<file path="config.mk">
export PLATFORM = sky130hd
export DESIGN_NAME = iocx_core
export DESIGN_NICKNAME = d
export VERILOG_FILES = /design/src/core/iocx_pkg.sv /design/src/core/iocx_core.sv /design/src/core/iocx_fifo.sv
export SDC_FILE = /design/constraint.sdc
export NUM_CORES = 1
export LEC_CHECK = 0
export ABC_AREA = 1
export BUFFER_PORTS_ARGS = -buffer_cell sky130_fd_sc_hd__buf_2
export CAP_MARGIN = 20
export CORE_AREA = 2 2 278 280
export CTS_CLUSTER_SIZE = 40
export DETAILED_ROUTE_END_ITERATION = 8
export DIE_AREA = 0 0 280 282
export HOLD_SLACK_MARGIN = 0.08
export PLACE_DENSITY = 0.52
export SLEW_MARGIN = 20
export SYNTH_ARGS = -nofsm -noshare
export SYNTH_HDL_FRONTEND = slang
export SYNTH_SLANG_ARGS = --single-unit
</file>
<file path="constraint.sdc">
create_clock -name CORE_CLK -period 3 [get_ports CORE_CLK]
set_input_delay 0.45 -clock CORE_CLK [delete_from_list [all_inputs] [get_ports CORE_CLK]]
set_output_delay 0.45 -clock CORE_CLK [all_outputs]
set_load 0.02 [all_outputs]
</file>
<file path="src/core/iocx_pkg.sv">
// Shared constants and types for the I/O chain extender routing block
package iocx_pkg;

    // ------------------------------------------------------------
    // Widths and counts
    // ------------------------------------------------------------
    localparam int DATA_W = 12;
    localparam int ADDR_W = 4;
    localparam int SEL_W = 15;
    localparam int SLOT_N = 15;
    localparam int WORD_W = DATA_W + ADDR_W;
    localparam int FIFO_DEPTH = 8;

    // ------------------------------------------------------------
    // Field positions in the synchronised pin vector
    // ------------------------------------------------------------
    localparam int UP_DATA_LSB = 0;
    localparam int UP_ADDR_LSB = 12;
    localparam int UP_SEL_LSB = 16;
    localparam int UP_MODE_BIT = 31;
    localparam int UP_GATE_BIT = 32;
    localparam int DN_DATA_LSB = 33;
    localparam int DN_OE_BIT = 45;
    localparam int DN_FLAG_BIT = 46;
    localparam int PIN_W = 47;

    // ------------------------------------------------------------
    // Values after reset
    // ------------------------------------------------------------
    localparam logic FLAG_RST = 1'b1;
    localparam logic DN_OE_RST = 1'b0;

    // ------------------------------------------------------------
    // Input-mode return sequencer
    // ------------------------------------------------------------
    typedef enum logic {
        ST_IDLE,
        ST_RETURN
    } iocx_state_e;

endpackage

</file>
<file path="src/core/iocx_core.sv">
// Routing and card selection logic of one chained I/O extender unit
module iocx_core (
    // Clock, reset, enable
    input wire logic CORE_CLK,
    input wire logic RESET,
    input wire logic CLK_EN,
    // Upstream connector
    input wire logic [11:0] UP_DATA_IN,
    input wire logic [3:0] UP_ADDR,
    input wire logic [14:0] UP_UNIT_SEL,
    input wire logic UP_INPUT_MODE,
    input wire logic UP_GATE,
    output logic [11:0] UP_DATA_OUT,
    output logic UP_DATA_OE,
    output logic UP_FLAG,
    // Downstream connector
    output logic [11:0] DN_DATA,
    output logic DN_DATA_OE,
    output logic [3:0] DN_ADDR,
    output logic [13:0] DN_UNIT_SEL,
    output logic DN_INPUT_MODE,
    output logic DN_GATE,
    input wire logic [11:0] DN_RET_DATA,
    input wire logic DN_RET_OE,
    input wire logic DN_FLAG_IN,
    // Card slots
    output logic [14:0] SLOT_PART_EN,
    output logic [14:0] SLOT_WR_EN,
    output logic [11:0] SLOT_WR_DATA,
    output logic [14:0] SLOT_RD_SEL,
    input wire logic [179:0] SLOT_RD_DATA,
    input wire logic CARD_READY
);

    localparam int DW = iocx_pkg::DATA_W;
    localparam int AW = iocx_pkg::ADDR_W;
    localparam int SN = iocx_pkg::SLOT_N;
    localparam int PW = iocx_pkg::PIN_W;

    typedef struct packed {
        logic [PW-1:0] s1;
        logic [PW-1:0] s2;
        logic [PW-1:0] s3;
        logic [PW-1:0] pin;
        logic gate_q;
        iocx_pkg::iocx_state_e st;
        logic [DW-1:0] up_data_out;
        logic up_data_oe;
        logic up_flag;
        logic [DW-1:0] dn_data;
        logic dn_data_oe;
        logic [AW-1:0] dn_addr;
        logic [iocx_pkg::SEL_W-2:0] dn_sel;
        logic dn_mode;
        logic dn_gate;
        logic [SN-1:0] part_en;
        logic [SN-1:0] wr_en;
        logic [DW-1:0] wr_data;
        logic [SN-1:0] rd_sel;
    } iocx_core_s;

    iocx_core_s r;
    iocx_core_s next_r;

    // ------------------------------------------------------------
    // Filtered pin fields
    // ------------------------------------------------------------
    logic [PW-1:0] pin_vec;
    logic [DW-1:0] f_data;
    logic [AW-1:0] f_addr;
    logic [iocx_pkg::SEL_W-1:0] f_sel;
    logic f_mode;
    logic f_gate;
    logic [DW-1:0] f_dn_data;
    logic f_dn_oe;
    logic f_dn_flag;
    logic gate_rise;
    logic unit_me;

    assign pin_vec = {DN_FLAG_IN, DN_RET_OE, DN_RET_DATA, UP_GATE, UP_INPUT_MODE,
                      UP_UNIT_SEL, UP_ADDR, UP_DATA_IN};
    assign f_data = r.pin[iocx_pkg::UP_DATA_LSB +: DW];
    assign f_addr = r.pin[iocx_pkg::UP_ADDR_LSB +: AW];
    assign f_sel = r.pin[iocx_pkg::UP_SEL_LSB +: iocx_pkg::SEL_W];
    assign f_mode = r.pin[iocx_pkg::UP_MODE_BIT];
    assign f_gate = r.pin[iocx_pkg::UP_GATE_BIT];
    assign f_dn_data = r.pin[iocx_pkg::DN_DATA_LSB +: DW];
    assign f_dn_oe = r.pin[iocx_pkg::DN_OE_BIT];
    assign f_dn_flag = r.pin[iocx_pkg::DN_FLAG_BIT];
    assign gate_rise = f_gate & ~r.gate_q;
    assign unit_me = f_sel[0];

    // ------------------------------------------------------------
    // Output word FIFO
    // ------------------------------------------------------------
    logic fifo_in_valid;
    logic fifo_in_ready;
    logic fifo_out_valid;
    logic [iocx_pkg::WORD_W-1:0] fifo_out;

    // Only words for this unit outside input mode go to output cards
    assign fifo_in_valid = gate_rise & unit_me & ~f_mode;

    iocx_fifo #(
        .W(iocx_pkg::WORD_W),
        .D(iocx_pkg::FIFO_DEPTH)
    ) u_fifo (
        .clk(CORE_CLK),
        .rst(RESET),
        .ce(CLK_EN),
        .in_valid(fifo_in_valid),
        .in_ready(fifo_in_ready),
        .in_data({f_addr, f_data}),
        .out_valid(fifo_out_valid),
        .out_ready(CARD_READY),
        .out_data(fifo_out)
    );

    // ------------------------------------------------------------
    // Per-slot address decode and card data selection
    // ------------------------------------------------------------
    logic [SN-1:0] hit_in;
    logic [SN-1:0] hit_out;
    logic [SN:0][DW-1:0] rd_acc;
    logic [DW-1:0] rd_word;

    assign rd_acc[0] = '0;
    genvar k;
    generate
        for (k = 0; k < SN; k++) begin : g_slot
            // Slot k answers address k only; value 15 selects no card
            assign hit_in[k] = (f_addr == AW'(k));
            assign hit_out[k] = (fifo_out[iocx_pkg::WORD_W-1 -: AW] == AW'(k));
            assign rd_acc[k+1] = rd_acc[k] | (hit_in[k] ? SLOT_RD_DATA[k*DW +: DW] : '0);
        end
    endgenerate
    assign rd_word = rd_acc[SN];

    // ------------------------------------------------------------
    // Next state
    // ------------------------------------------------------------
    always_comb begin
        next_r = r;
        // Three-stage pin filter, a bit moves once stages two and three agree
        next_r.s1 = pin_vec;
        next_r.s2 = r.s1;
        next_r.s3 = r.s2;
        next_r.pin = (r.s3 & ~(r.s2 ^ r.s3)) | (r.pin & (r.s2 ^ r.s3));
        next_r.gate_q = f_gate;
        // Chain forwarding, select line one is consumed here
        next_r.dn_data = f_data;
        next_r.dn_addr = f_addr;
        next_r.dn_sel = f_sel[iocx_pkg::SEL_W-1:1];
        next_r.dn_mode = f_mode;
        next_r.dn_gate = f_gate;
        next_r.dn_data_oe = ~f_mode; // Release lines so a later unit can return data
        next_r.part_en = {SN{unit_me}};
        // Drain one word per ready card cycle, one slot strobed at a time
        next_r.wr_en = '0;
        if (fifo_out_valid && CARD_READY) begin
            next_r.wr_en = hit_out;
            next_r.wr_data = fifo_out[DW-1:0];
        end
        // Busy while words wait, the FIFO is full, or a later unit is busy
        next_r.up_flag = ~fifo_in_ready | fifo_out_valid | f_dn_flag;
        case (r.st)
            iocx_pkg::ST_IDLE: begin
                next_r.up_data_out = f_dn_data;
                next_r.up_data_oe = f_dn_oe & f_mode;
                next_r.rd_sel = '0;
                if (gate_rise && unit_me && f_mode) begin
                    next_r.st = iocx_pkg::ST_RETURN;
                    next_r.rd_sel = hit_in;
                end
            end
            iocx_pkg::ST_RETURN: begin
                if (!f_mode || !unit_me) begin
                    next_r.st = iocx_pkg::ST_IDLE;
                    next_r.rd_sel = '0;
                    next_r.up_data_oe = 1'b0;
                end else begin
                    // Card data replaces programmed data on the shared lines
                    next_r.up_data_out = rd_word;
                    next_r.up_data_oe = 1'b1;
                    if (gate_rise) begin
                        next_r.rd_sel = hit_in;
                    end
                end
            end
            default: begin
                next_r.st = iocx_pkg::ST_IDLE;
            end
        endcase
    end

    // State register, synchronous reset, frozen while the enable is low
    always_ff @(posedge CORE_CLK) begin
        if (RESET) begin
            r <= '0;
            r.up_flag <= iocx_pkg::FLAG_RST;
            r.dn_data_oe <= iocx_pkg::DN_OE_RST;
        end else if (CLK_EN) begin
            r <= next_r;
        end
    end

    // Outputs straight from the state register
    assign UP_DATA_OUT = r.up_data_out;
    assign UP_DATA_OE = r.up_data_oe;
    assign UP_FLAG = r.up_flag;
    assign DN_DATA = r.dn_data;
    assign DN_DATA_OE = r.dn_data_oe;
    assign DN_ADDR = r.dn_addr;
    assign DN_UNIT_SEL = r.dn_sel;
    assign DN_INPUT_MODE = r.dn_mode;
    assign DN_GATE = r.dn_gate;
    assign SLOT_PART_EN = r.part_en;
    assign SLOT_WR_EN = r.wr_en;
    assign SLOT_WR_DATA = r.wr_data;
    assign SLOT_RD_SEL = r.rd_sel;
endmodule

</file>
<file path="src/core/iocx_fifo.sv">
// Word FIFO between the upstream word strobe and the output card slots
module iocx_fifo #(
    parameter int W = 16,
    parameter int D = 8
) (
    // Clock, reset, enable
    input wire logic clk,
    input wire logic rst,
    input wire logic ce,
    // Filling side
    input wire logic in_valid,
    output logic in_ready,
    input wire logic [W-1:0] in_data,
    // Draining side
    output logic out_valid,
    input wire logic out_ready,
    output logic [W-1:0] out_data
);

    localparam int AW = $clog2(D);

    typedef struct packed {
        logic [D-1:0][W-1:0] mem;
        logic [AW-1:0] wp;
        logic [AW-1:0] rp;
        logic [AW:0] cnt;
    } iocx_fifo_s;

    iocx_fifo_s r;
    iocx_fifo_s next_r;
    logic do_push;
    logic do_pop;

    // Honest flags straight from the fill count
    assign in_ready = (r.cnt != (AW + 1)'(D));
    assign out_valid = (r.cnt != '0);
    assign out_data = r.mem[r.rp];
    assign do_push = in_valid & in_ready;
    assign do_pop = out_valid & out_ready;

    // Pointer and count update, wraps on power-of-two depth
    always_comb begin
        next_r = r;
        if (do_push) begin
            next_r.mem[r.wp] = in_data;
            next_r.wp = r.wp + 1'b1;
        end
        if (do_pop) begin
            next_r.rp = r.rp + 1'b1;
        end
        if (do_push && !do_pop) begin
            next_r.cnt = r.cnt + 1'b1;
        end else if (do_pop && !do_push) begin
            next_r.cnt = r.cnt - 1'b1;
        end
    end

    // State register, frozen while the enable is low
    always_ff @(posedge clk) begin
        if (rst) begin
            r <= '0;
        end else if (ce) begin
            r <= next_r;
        end
    end

endmodule

</file>
Yosys cells after proc, flatten, opt, wreduce, memory -nomap -nowiden

Cells that the tools add are included.

Reductions and logical operators: 21
Add/sub/neg operators: 4
Muxes and demuxes: 31
Equal/unequal tests: 31
$lt $le $gt $ge: 3
Bitwise logic cells: 31

Operator list:

| cell                | count |
|---|---|
| $mux 12             | 16 |
| $or 12x12->12       | 14 |
| $bwmux 128          | 1 |
| $and 47x47->47      | 2 |
| $eq 4x4->1 const B  | 14 |
| $bmux 16 s3         | 1 |
| $demux 16 s3        | 1 |
| $not 47->47         | 1 |
| $or 47x47->47       | 1 |
| $xor 47x47->47      | 1 |
| $mux 15             | 3 |
| $eq 4x3->1 const B  | 8 |
| $mux 16             | 2 |
| $pmux 15 s2         | 1 |
| $pmux 14 s2         | 1 |
| $mux 27             | 1 |
| $eq 4x2->1 const B  | 4 |
| $reduce_and 2->1    | 6 |
| $eq 4x1->1 const B  | 2 |
| $logic_not 4->1     | 2 |
| $lt 3x4->1 const B  | 2 |
| $mux 4              | 2 |
| $add 3x1->3 const B | 2 |
| $and 1x1->1         | 6 |
| other kinds (14)    | 27 |

Register bits after elaboration: 417
Output and inout port bits: 104
Word-level logic and storage cells: 150
Bits of input ports: 231

Depth between registers and ports, before layout

Gate-level depths: netlist (run 1).

Depth in word-level cells: 18
Depth in mapped cells: 15
Depth with buffers taken out: 15

Modules after synthesis

A second synthesis (run 1) with hierarchy kept.

Cells, all modules: 2860
Area, all modules: 19379.8 um^2

Modules (own cells, without submodules):

| module    | cells each | area each (um^2) | sequential area each (um^2) | instances |
|---|---|---|---|---|
| iocx_core | 1754       | 12358.1          | 5585.4                      | 1 |
| iocx_fifo | 1106       | 7021.7           | 2762.6                      | 1 |

Worst setup path after synthesis (run 1)

Ideal clock, no wire load.

Kind: register -> register
From: register DN_GATE (netlist name)
To: register u_fifo.r[3] (netlist name)
Setup slack: 1.046 ns
Setup time: 0.119 ns
Path buffers: 0
Required time: 2.881 ns
Cell stages (with the launch flop): 15
Clock period less this slack: 1.954 ns
Arrival: 1.834 ns
Cells stage by stage: dfxtp_1 > inv_1 > nand2_1 > nor3_1 > nand2_1 > inv_1 > ha_1 > inv_1 > ha_1 > nand2_1 > nand2_1 > o21ai_0 > nand3_1 > o21ai_0 > a21oi_1

RTL lines:

| what                   | line            | source |
|---|---|---|
| end signal: assignment | iocx_fifo.sv:63 | `r <= next_r;` |
| end: declaration       | iocx_fifo.sv:29 | `iocx_fifo_s r;` |

==> results of run 1 <==
-- cell families (layout without fill, tap and decap cells) --
family	Yosys count	after routing	synth area share
flip-flops	417	417	0.443
XOR/XNOR	1	1	0.000465
AO/OA/AOI/OAI	630	630	0.173
buffers and inverters	382	569	0.102
other	0	1	0
AND/OR/NAND/NOR	1308	1308	0.278
adder cells (fa/ha/maj)	6	6	0.00438
-- Yosys cell counts (7+ instances only) --
master                     instances
sky130_fd_sc_hd__nor2_1          585
sky130_fd_sc_hd__nand2_1         481
sky130_fd_sc_hd__dfxtp_1         417
sky130_fd_sc_hd__o21ai_0         361
sky130_fd_sc_hd__nand3_1         227
sky130_fd_sc_hd__a21oi_1         207
sky130_fd_sc_hd__clkbuf_1        118
sky130_fd_sc_hd__buf_4           106
sky130_fd_sc_hd__inv_1            76
sky130_fd_sc_hd__buf_2            64
sky130_fd_sc_hd__o211ai_1         29
sky130_fd_sc_hd__o21ai_1          26
sky130_fd_sc_hd__buf_1             9
sky130_fd_sc_hd__nand2_2           7
-- worst paths after layout --
check | from | to | cells past startpoint
hold reg to reg | r[159] | flip-flop | 2
hold / removal | UP_DATA_IN[2] | next_r[202] | 3
setup reg to reg | flip-flop | u_fifo.r[129] | 9
setup / recovery | flip-flop | u_fifo.r[129] | 9
-- power groups by stage --
stage | registers (mW) | logic, mW | clock network [mW]
2_1_floorplan | 5.91 | 0.722 | 0
3_3_place_gp | 5.95 | 1.09 | 0
3_5_place_dp | 5.95 | 1.09 | 0
4_1_cts | 5.83 | 1.12 | 6.16
5_1_grt | 5.85 | 1.25 | 6.40
6_report | 5.83 | 1.11 | 5.98
-- per-layer routing --
metal	vias up	share of wire
li1	9160	-
met1	8334	0.47
met2	436	0.45
met3	90	0.054
met4	2	0.020
met5	-	0.00020
-- tightest hold or removal path, stage by stage --
cell and delay (ns):
sky130_fd_sc_hd__buf_2 0.09, sky130_fd_sc_hd__nor2_1 0.04, sky130_fd_sc_hd__nor2_1 0.09
-- layout make-up --
type | instances | area [um2] | area share
Tap cell | 978 | 1220 | 0.0546
Sequential cell | 417 | 8350 | 0.373
Timing Repair Buffer | 395 | 2300 | 0.102
Clock buffer | 75 | 1460 | 0.0650
Clock inverter | 15 | 156 | 0.00698
Antenna cell | 1 | 2.50 | 0.000112
Inverter | 84 | 330 | 0.0147
Multi-Input combinational cell | 1945 | 8590 | 0.383
-- placed cells by master, fill, tap and decap left out, drive strengths merged --
| master | netlist | routed |
|---|---|---|
| buf | 179 | 372 |
| a21oi | 207 | 207 |
| o221ai | 6 | 6 |
| nand2 | 488 | 488 |
| diode | 0 | 1 |
| o21ai | 387 | 387 |
| bufinv | 0 | 2 |
| a211oi | 1 | 1 |
| nand4 | 2 | 2 |
| inv | 81 | 86 |
| clkinvlp | 0 | 2 |
| clkbuf | 119 | 75 |
| nor3 | 2 | 2 |
| ha | 5 | 5 |
| fa | 1 | 1 |
| dfxtp | 417 | 417 |
| clkinv | 3 | 9 |
| o211ai | 29 | 29 |
| nand3 | 227 | 227 |
| nor2 | 589 | 589 |
| xnor2 | 1 | 1 |
| dlygate4sd3 | 0 | 23 |
-- timing repair --
action                    4_1_cts  5_1_grt
hold buffers                   23        0
resized for setup               0        0
hold endpoints to repair       23        0
==> impl_results.md, run 1 <==
- Setup repair bufs after CTS: 0
- Clock sink total: ~420
- Standard cell with the maximum stage delay on the critical path: sky130_fd_sc_hd__nand4_1
- Post-detailed-placement cell area: between 20000 and 25000 um2
- Layout Cells excl Fill: 3910
- Ys Warns: 0
- Total Routed Length: 65.0 mm
- Power per standard cell area: approximately 580 nW/um2
- Mapped cell area: between 15000 and 20000 um2
- Number of register bits inferred by synthesis: around 420
- Switching share of power: 0.254
- GRT Resource Usage Total: 0.158
- Cells after synthesis: 2744
- Top-area cell type share of the netlist area: 0.443
- Cell count after placement: about 3800
- Final Max Tran Viols: 0
- Dominant delay contributor by cell family on the critical path: simple AND/OR/NAND/NOR gates
- Number of levels the H-tree was split into: 2
- Largest fanout on the critical path: 24
- Post-layout power: about 13 mW
- Via density: between 4 and 5
- Max VDD drop: a little over 400 uV
- Worst setup path category: reg -> reg
- DRC Markers: 0
- Router iterations before antenna repair: 5
- Site Rows: just over 100
- Routing usage on met1: 0.224
- Arrival time at the worst endpoint: ~2.8 ns
- Slew of the pin with the lowest slew margin: 0.908 ns
- Outcome: finished clean
- Overflow left after global routing: 0
- Pre-CTS setup slack: 0.709 ns
- Kind of capture point of the worst setup path: flip-flop
- Core area: between 70000 and 80000 um2
- Most used flip-flop cell after synthesis: sky130_fd_sc_hd__dfxtp_1
- TritonCTS clock tree: done
- EDFF count, synth: 0
- Via count of the first global-routing pass: between 15000 and 20000
- Detail Route Antenna Nets: 0
- Register-to-register setup slack: about 0.70 ns
- Fill cell instance count of the final layout: between 8000 and 9000
- Startpoint Class: flip-flop
- Setup slack of the critical path after layout: about 0.7 ns
- Die boundary width: around 280 um
- Worst slew margin relative to its limit: 0.395
- Longest Clk Path Bufs: 3
- Wire length of the first global-routing pass: roughly 100 mm
- Internal portion of total power: roughly 9.6 mW
- Nets@finish: approximately 3100
- Path category of the worst min-delay check: in -> reg
- Grt met3 use: 0.0301
- Logic pwr share: 0.086
- Critical Path, Cell by Cell: inv_2 > nor3_1 > nand2_1 > nor2_4 > nand4_1 > buf_4 > nand2_1 > nand2_1 > nor2_1
- Vertical die dimension: approximately 280 um
- Routability congestion estimate: 0.897
- Later-pin clock latency in the skew report: about 0.59 ns
- Share of async-settable or async-resettable flops after synthesis: 0
- CTS clock-pin slew for the worst setup and hold paths: 0.06 ns
- Fin. Hold Viols: 0
- Slowest stage delay, CP: 0.45 ns
- Max cap viols: 0
- Via count: between 15000 and 20000
- Cell types occupying the most area after synthesis: sky130_fd_sc_hd__dfxtp_1, sky130_fd_sc_hd__nor2_1, sky130_fd_sc_hd__o21ai_0, sky130_fd_sc_hd__nand2_1, sky130_fd_sc_hd__nand3_1
- Area growth from synthesis to layout: 18.9%
- Number of library cell types mapped by synthesis: 26
- Mean instance size in the synthesized netlist: roughly 7 um2
- Final min period: roughly 2.3 ns
- Cell mode on critical path: sky130_fd_sc_hd__nand2_1
- Initial antenna violation count: 2
- Setup Skew: ~0.023 ns
- Port buffer count: 334
- Upper clock frequency limit: approximately 440 MHz
- Die Footprint: a little under 80000 um2
- Clock tree root buffer cell: sky130_fd_sc_hd__clkbuf_16
- Wire length per cell: between 15 and 20 um
- Sequential element share of the synthesized area: 0.443
- Clock power share: 0.463
- Crit path required time: 3.52 ns
- Part of the total power dissipated in sequential elements: 0.451
- Detailed Place HPWL: around 42 mm
- Initial core utilization: 0.249
- Setup repair after global routing missed its margin: false
- TritonCTS buffer count: 50
- Design area: between 20000 and 25000 um2
- Final period util: 0.766
- Boundary pin count: about 340
- Post-synthesis net count: slightly below 3000
- Post-Route Hold Slack: between 0.1 and 0.15 ns
- Leading area contributor after synthesis: sky130_fd_sc_hd__dfxtp_1
- Buffers & Inverters on Critical Path: 2
- Finish-stage setup viols: 0
- Leakage power: 9.38 nW
- Top Usage Layer GRT: met2
- Setup TNS after final layout: 0 ns
- Share of layout cells above drive strength 1: 0.160
- Met2 track demand over resource in global routing: 0.245
- Util after Layout: 0.296
- Power dissipated by switching net loads: around 3.3 mW
- DRT iter0 DRCs: ~1300
- Pin count of the biggest net entering global routing: between 200 and 250
No activity file was read; power rests on OpenSTA's default activity.
==> run 2: changes to the inputs <==
PLACE_DENSITY = 0.53   (was 0.52)
clock period = 2.1 ns   (was 3 ns; I/O delays follow)
==> impl_results.md, run 2 (synthesis results as in run 1) <==
- Outcome: finished clean
- Util after Layout: 0.309 (+0.0128)
- Arrival time at the worst endpoint: 2.38 ns (-0.44 ns)
- Via density: 4.61 (about the same)
- Part of the total power dissipated in sequential elements: 0.447 (-0.004)
- Logic pwr share: 0.091 (+0.005)
- Core area: 75700 um2 (unchanged)
- Fin. Hold Viols: 0 (unchanged)
- Area of combinational cells with multiple inputs: 8620 um2 (+0.35%)
- Power dissipated by switching net loads: 4.76 mW (+45%)
- Setup TNS after final layout: 0 ns (unchanged)
- Initial antenna violation count: 6 (+4)
- Initial core utilization: 0.249 (unchanged)
- Detailed Place HPWL: 45.3 mm (+7.0%)
- Upper clock frequency limit: 525 MHz (+21%)
- CTS clock-pin slew for the worst setup and hold paths: 0.06 ns (about the same)
- Path category of the worst min-delay check: in -> reg
- Setup repair after global routing missed its margin: false
- Total Routed Length: 65.7 mm (+1.2%)
- Startpoint Class: flip-flop
- DRT iter0 DRCs: 1291 (-4.0%)
- Post-Route Hold Slack: 0.179 ns (+0.0597 ns)
- Clock sink total: 417 (unchanged)
- Most frequent cells in the layout: sky130_fd_sc_hd__nor2_1, sky130_fd_sc_hd__nand2_1, sky130_fd_sc_hd__dfxtp_1
- TritonCTS clock tree: done
- Crit path required time: 2.57 ns (-0.95 ns)
- TritonCTS buffer count: 50 (unchanged)
- Final Max Tran Viols: 0 (unchanged)
- Setup Skew: 0.0274 ns (+0.00444 ns)
- Boundary pin count: 335 (unchanged)
- Port buffer count: 334 (unchanged)
- Area growth from synthesis to layout: 24.1%
- Via count of the first global-routing pass: 17346 (+4.2%)
- Commonest non-fill, non-tap cell in the layout: sky130_fd_sc_hd__nor2_1
- Power per standard cell area: 797 nW/um2 (+38%)
- Wire length per cell: 16.4 um (-1.1%)
- Detail Route Antenna Nets: 0 (unchanged)
- Setup slack of the critical path after layout: 0.195 ns (-0.509 ns)
- Fill cell instance count of the final layout: 8233 (-1.4%)
- Leakage power: 9.86 nW (+5.1%)
- Pin count of the biggest net entering global routing: 113 (-50%)
- Router iterations before antenna repair: 5 (unchanged)
- Final min period: 1.91 ns (-0.391 ns)
- Worst setup path category: reg -> reg
- Max cap viols: 0 (unchanged)
- Switching share of power: 0.256 (+0.00200)
- Site Rows: 101 (unchanged)
- Final period util: 0.907 (+0.142)
- Kind of capture point of the worst setup path: flip-flop
- Clock power share: 0.462 (about the same)
- Routability congestion estimate: 0.930 (+3.7%)
- Internal portion of total power: 13.9 mW (+44%)
- Max VDD drop: 484 uV (+17%)
- Nets@finish: 3219 (+2.8%)
- Overflow left after global routing: 0 (unchanged)
- Clock tree root buffer cell: sky130_fd_sc_hd__clkbuf_16
- Longest Clk Path Bufs: 3 (unchanged)
- Later-pin clock latency in the skew report: 0.59 ns (about the same)
- Pre-CTS setup slack: 0.0770 ns (-0.632 ns)
- DRC Markers: 0 (unchanged)
- Vertical die dimension: 282 um (unchanged)
- Number of levels the H-tree was split into: 2 (unchanged)
- Share of layout cells above drive strength 1: 0.179 (+0.0191)
- GRT Resource Usage Total: 0.160 (+0.00229)
- Largest fanout on the critical path: 4 (-83%)
- Die boundary width: 280 um (unchanged)
- Area occupied by registers: 8350 um2 (unchanged)
- Slew of the pin with the lowest slew margin: 0.699 ns (-0.209 ns)
- Via count: 18437 (+2.3%)
- Die Footprint: 79000 um2 (unchanged)
- Worst slew margin relative to its limit: 0.534 (+0.139)
- Finish-stage setup viols: 0 (unchanged)
- Wire length of the first global-routing pass: 101 mm (+2.0%)
[run 2: cell count changes in the layout (fill, tap and decap cells not counted), sizes merged]
cell         change
buf             +64
bufinv           +1
clkbuf           -4
clkinv           +2
clkinvlp         +3
diode            +2
dlygate4sd3     +25
inv              -2
[run 2: layout make-up]
| type | instances | area share |
|---|---|---|
| multi-input combinational | 1945 | 0.369 |
| sequential | 417 | 0.357 |
| timing repair buffer | 484 | 0.138 |
| clock buffer | 71 | 0.0603 |
| tap | 978 | 0.0523 |
| inverter | 84 | 0.0141 |
| clock inverter | 19 | 0.00926 |
| antenna | 3 | 0.000321 |
[run 2: timing repair]
action                                  CTS  global route
endpoints found under the setup margin    0             9
buffers inserted                          0             0
endpoints found under the hold margin    51             0
hold buffers                             48             0
gates resized for setup                   0            10
[run 2: worst paths after layout]
kind	startpoint	slack [ns]	cells after the start	end
worst max-delay path	u_fifo.r[0]	0.19	13	u_fifo.r[3]
worst min-delay path	RESET	0.18	4	u_fifo.r[123]
worst max register to register	u_fifo.r[0]	0.19	13	u_fifo.r[3]
worst min register to register	r[159]	0.44	2	flip-flop
[run 2: layer usage]
| layer | global-route usage | wire length, um | up-vias |
|---|---|---|---|
| li1 | - | - | 9342 |
| met1 | 0.228 | 31200 | 8567 |
| met2 | 0.250 | 29800 | 435 |
| met3 | 0.0256 | 3370 | 89 |
| met4 | 0.0428 | 1340 | 4 |
| met5 | 0 | 27 | - |
[run 2: worst max-delay path: stages (launching register included)]
cell,delay [ns]
sky130_fd_sc_hd__dfxtp_1,0.35
sky130_fd_sc_hd__nor2_2,0.14
sky130_fd_sc_hd__nand3_1,0.08
sky130_fd_sc_hd__nand2_1,0.10
sky130_fd_sc_hd__inv_1,0.05
sky130_fd_sc_hd__ha_1,0.18
sky130_fd_sc_hd__inv_1,0.14
sky130_fd_sc_hd__ha_1,0.25
sky130_fd_sc_hd__nand2_1,0.08
sky130_fd_sc_hd__nor2_2,0.04
sky130_fd_sc_hd__o21ai_1,0.11
sky130_fd_sc_hd__nand3_1,0.10
sky130_fd_sc_hd__o21ai_1,0.14
sky130_fd_sc_hd__a21oi_1,0.05
[run 2: through the flow]
| stage | total power [mW] | std cells | area, um2 |
|---|---|---|---|
| 3_5_place_dp | 10.1 | 3860 | 21200 |
| 3_3_place_gp | 10.1 | 3860 | 21200 |
| 4_1_cts | 18.9 | 3998 | 23300 |
| 2_1_floorplan | 9.48 | 2744 | 18800 |
| 5_1_grt | 19.5 | 4000 | 23400 |
| 6_report | 18.6 | 4001 | 23400 |
[run 2: power by group through the flow]
stage	registers [mW]	logic, mW	clock network, mW
floorplan	8.45	1.03	0
global placement	8.50	1.64	0
detailed placement	8.50	1.63	0
CTS	8.33	1.71	8.91
global route	8.36	1.91	9.23
finish	8.33	1.70	8.61
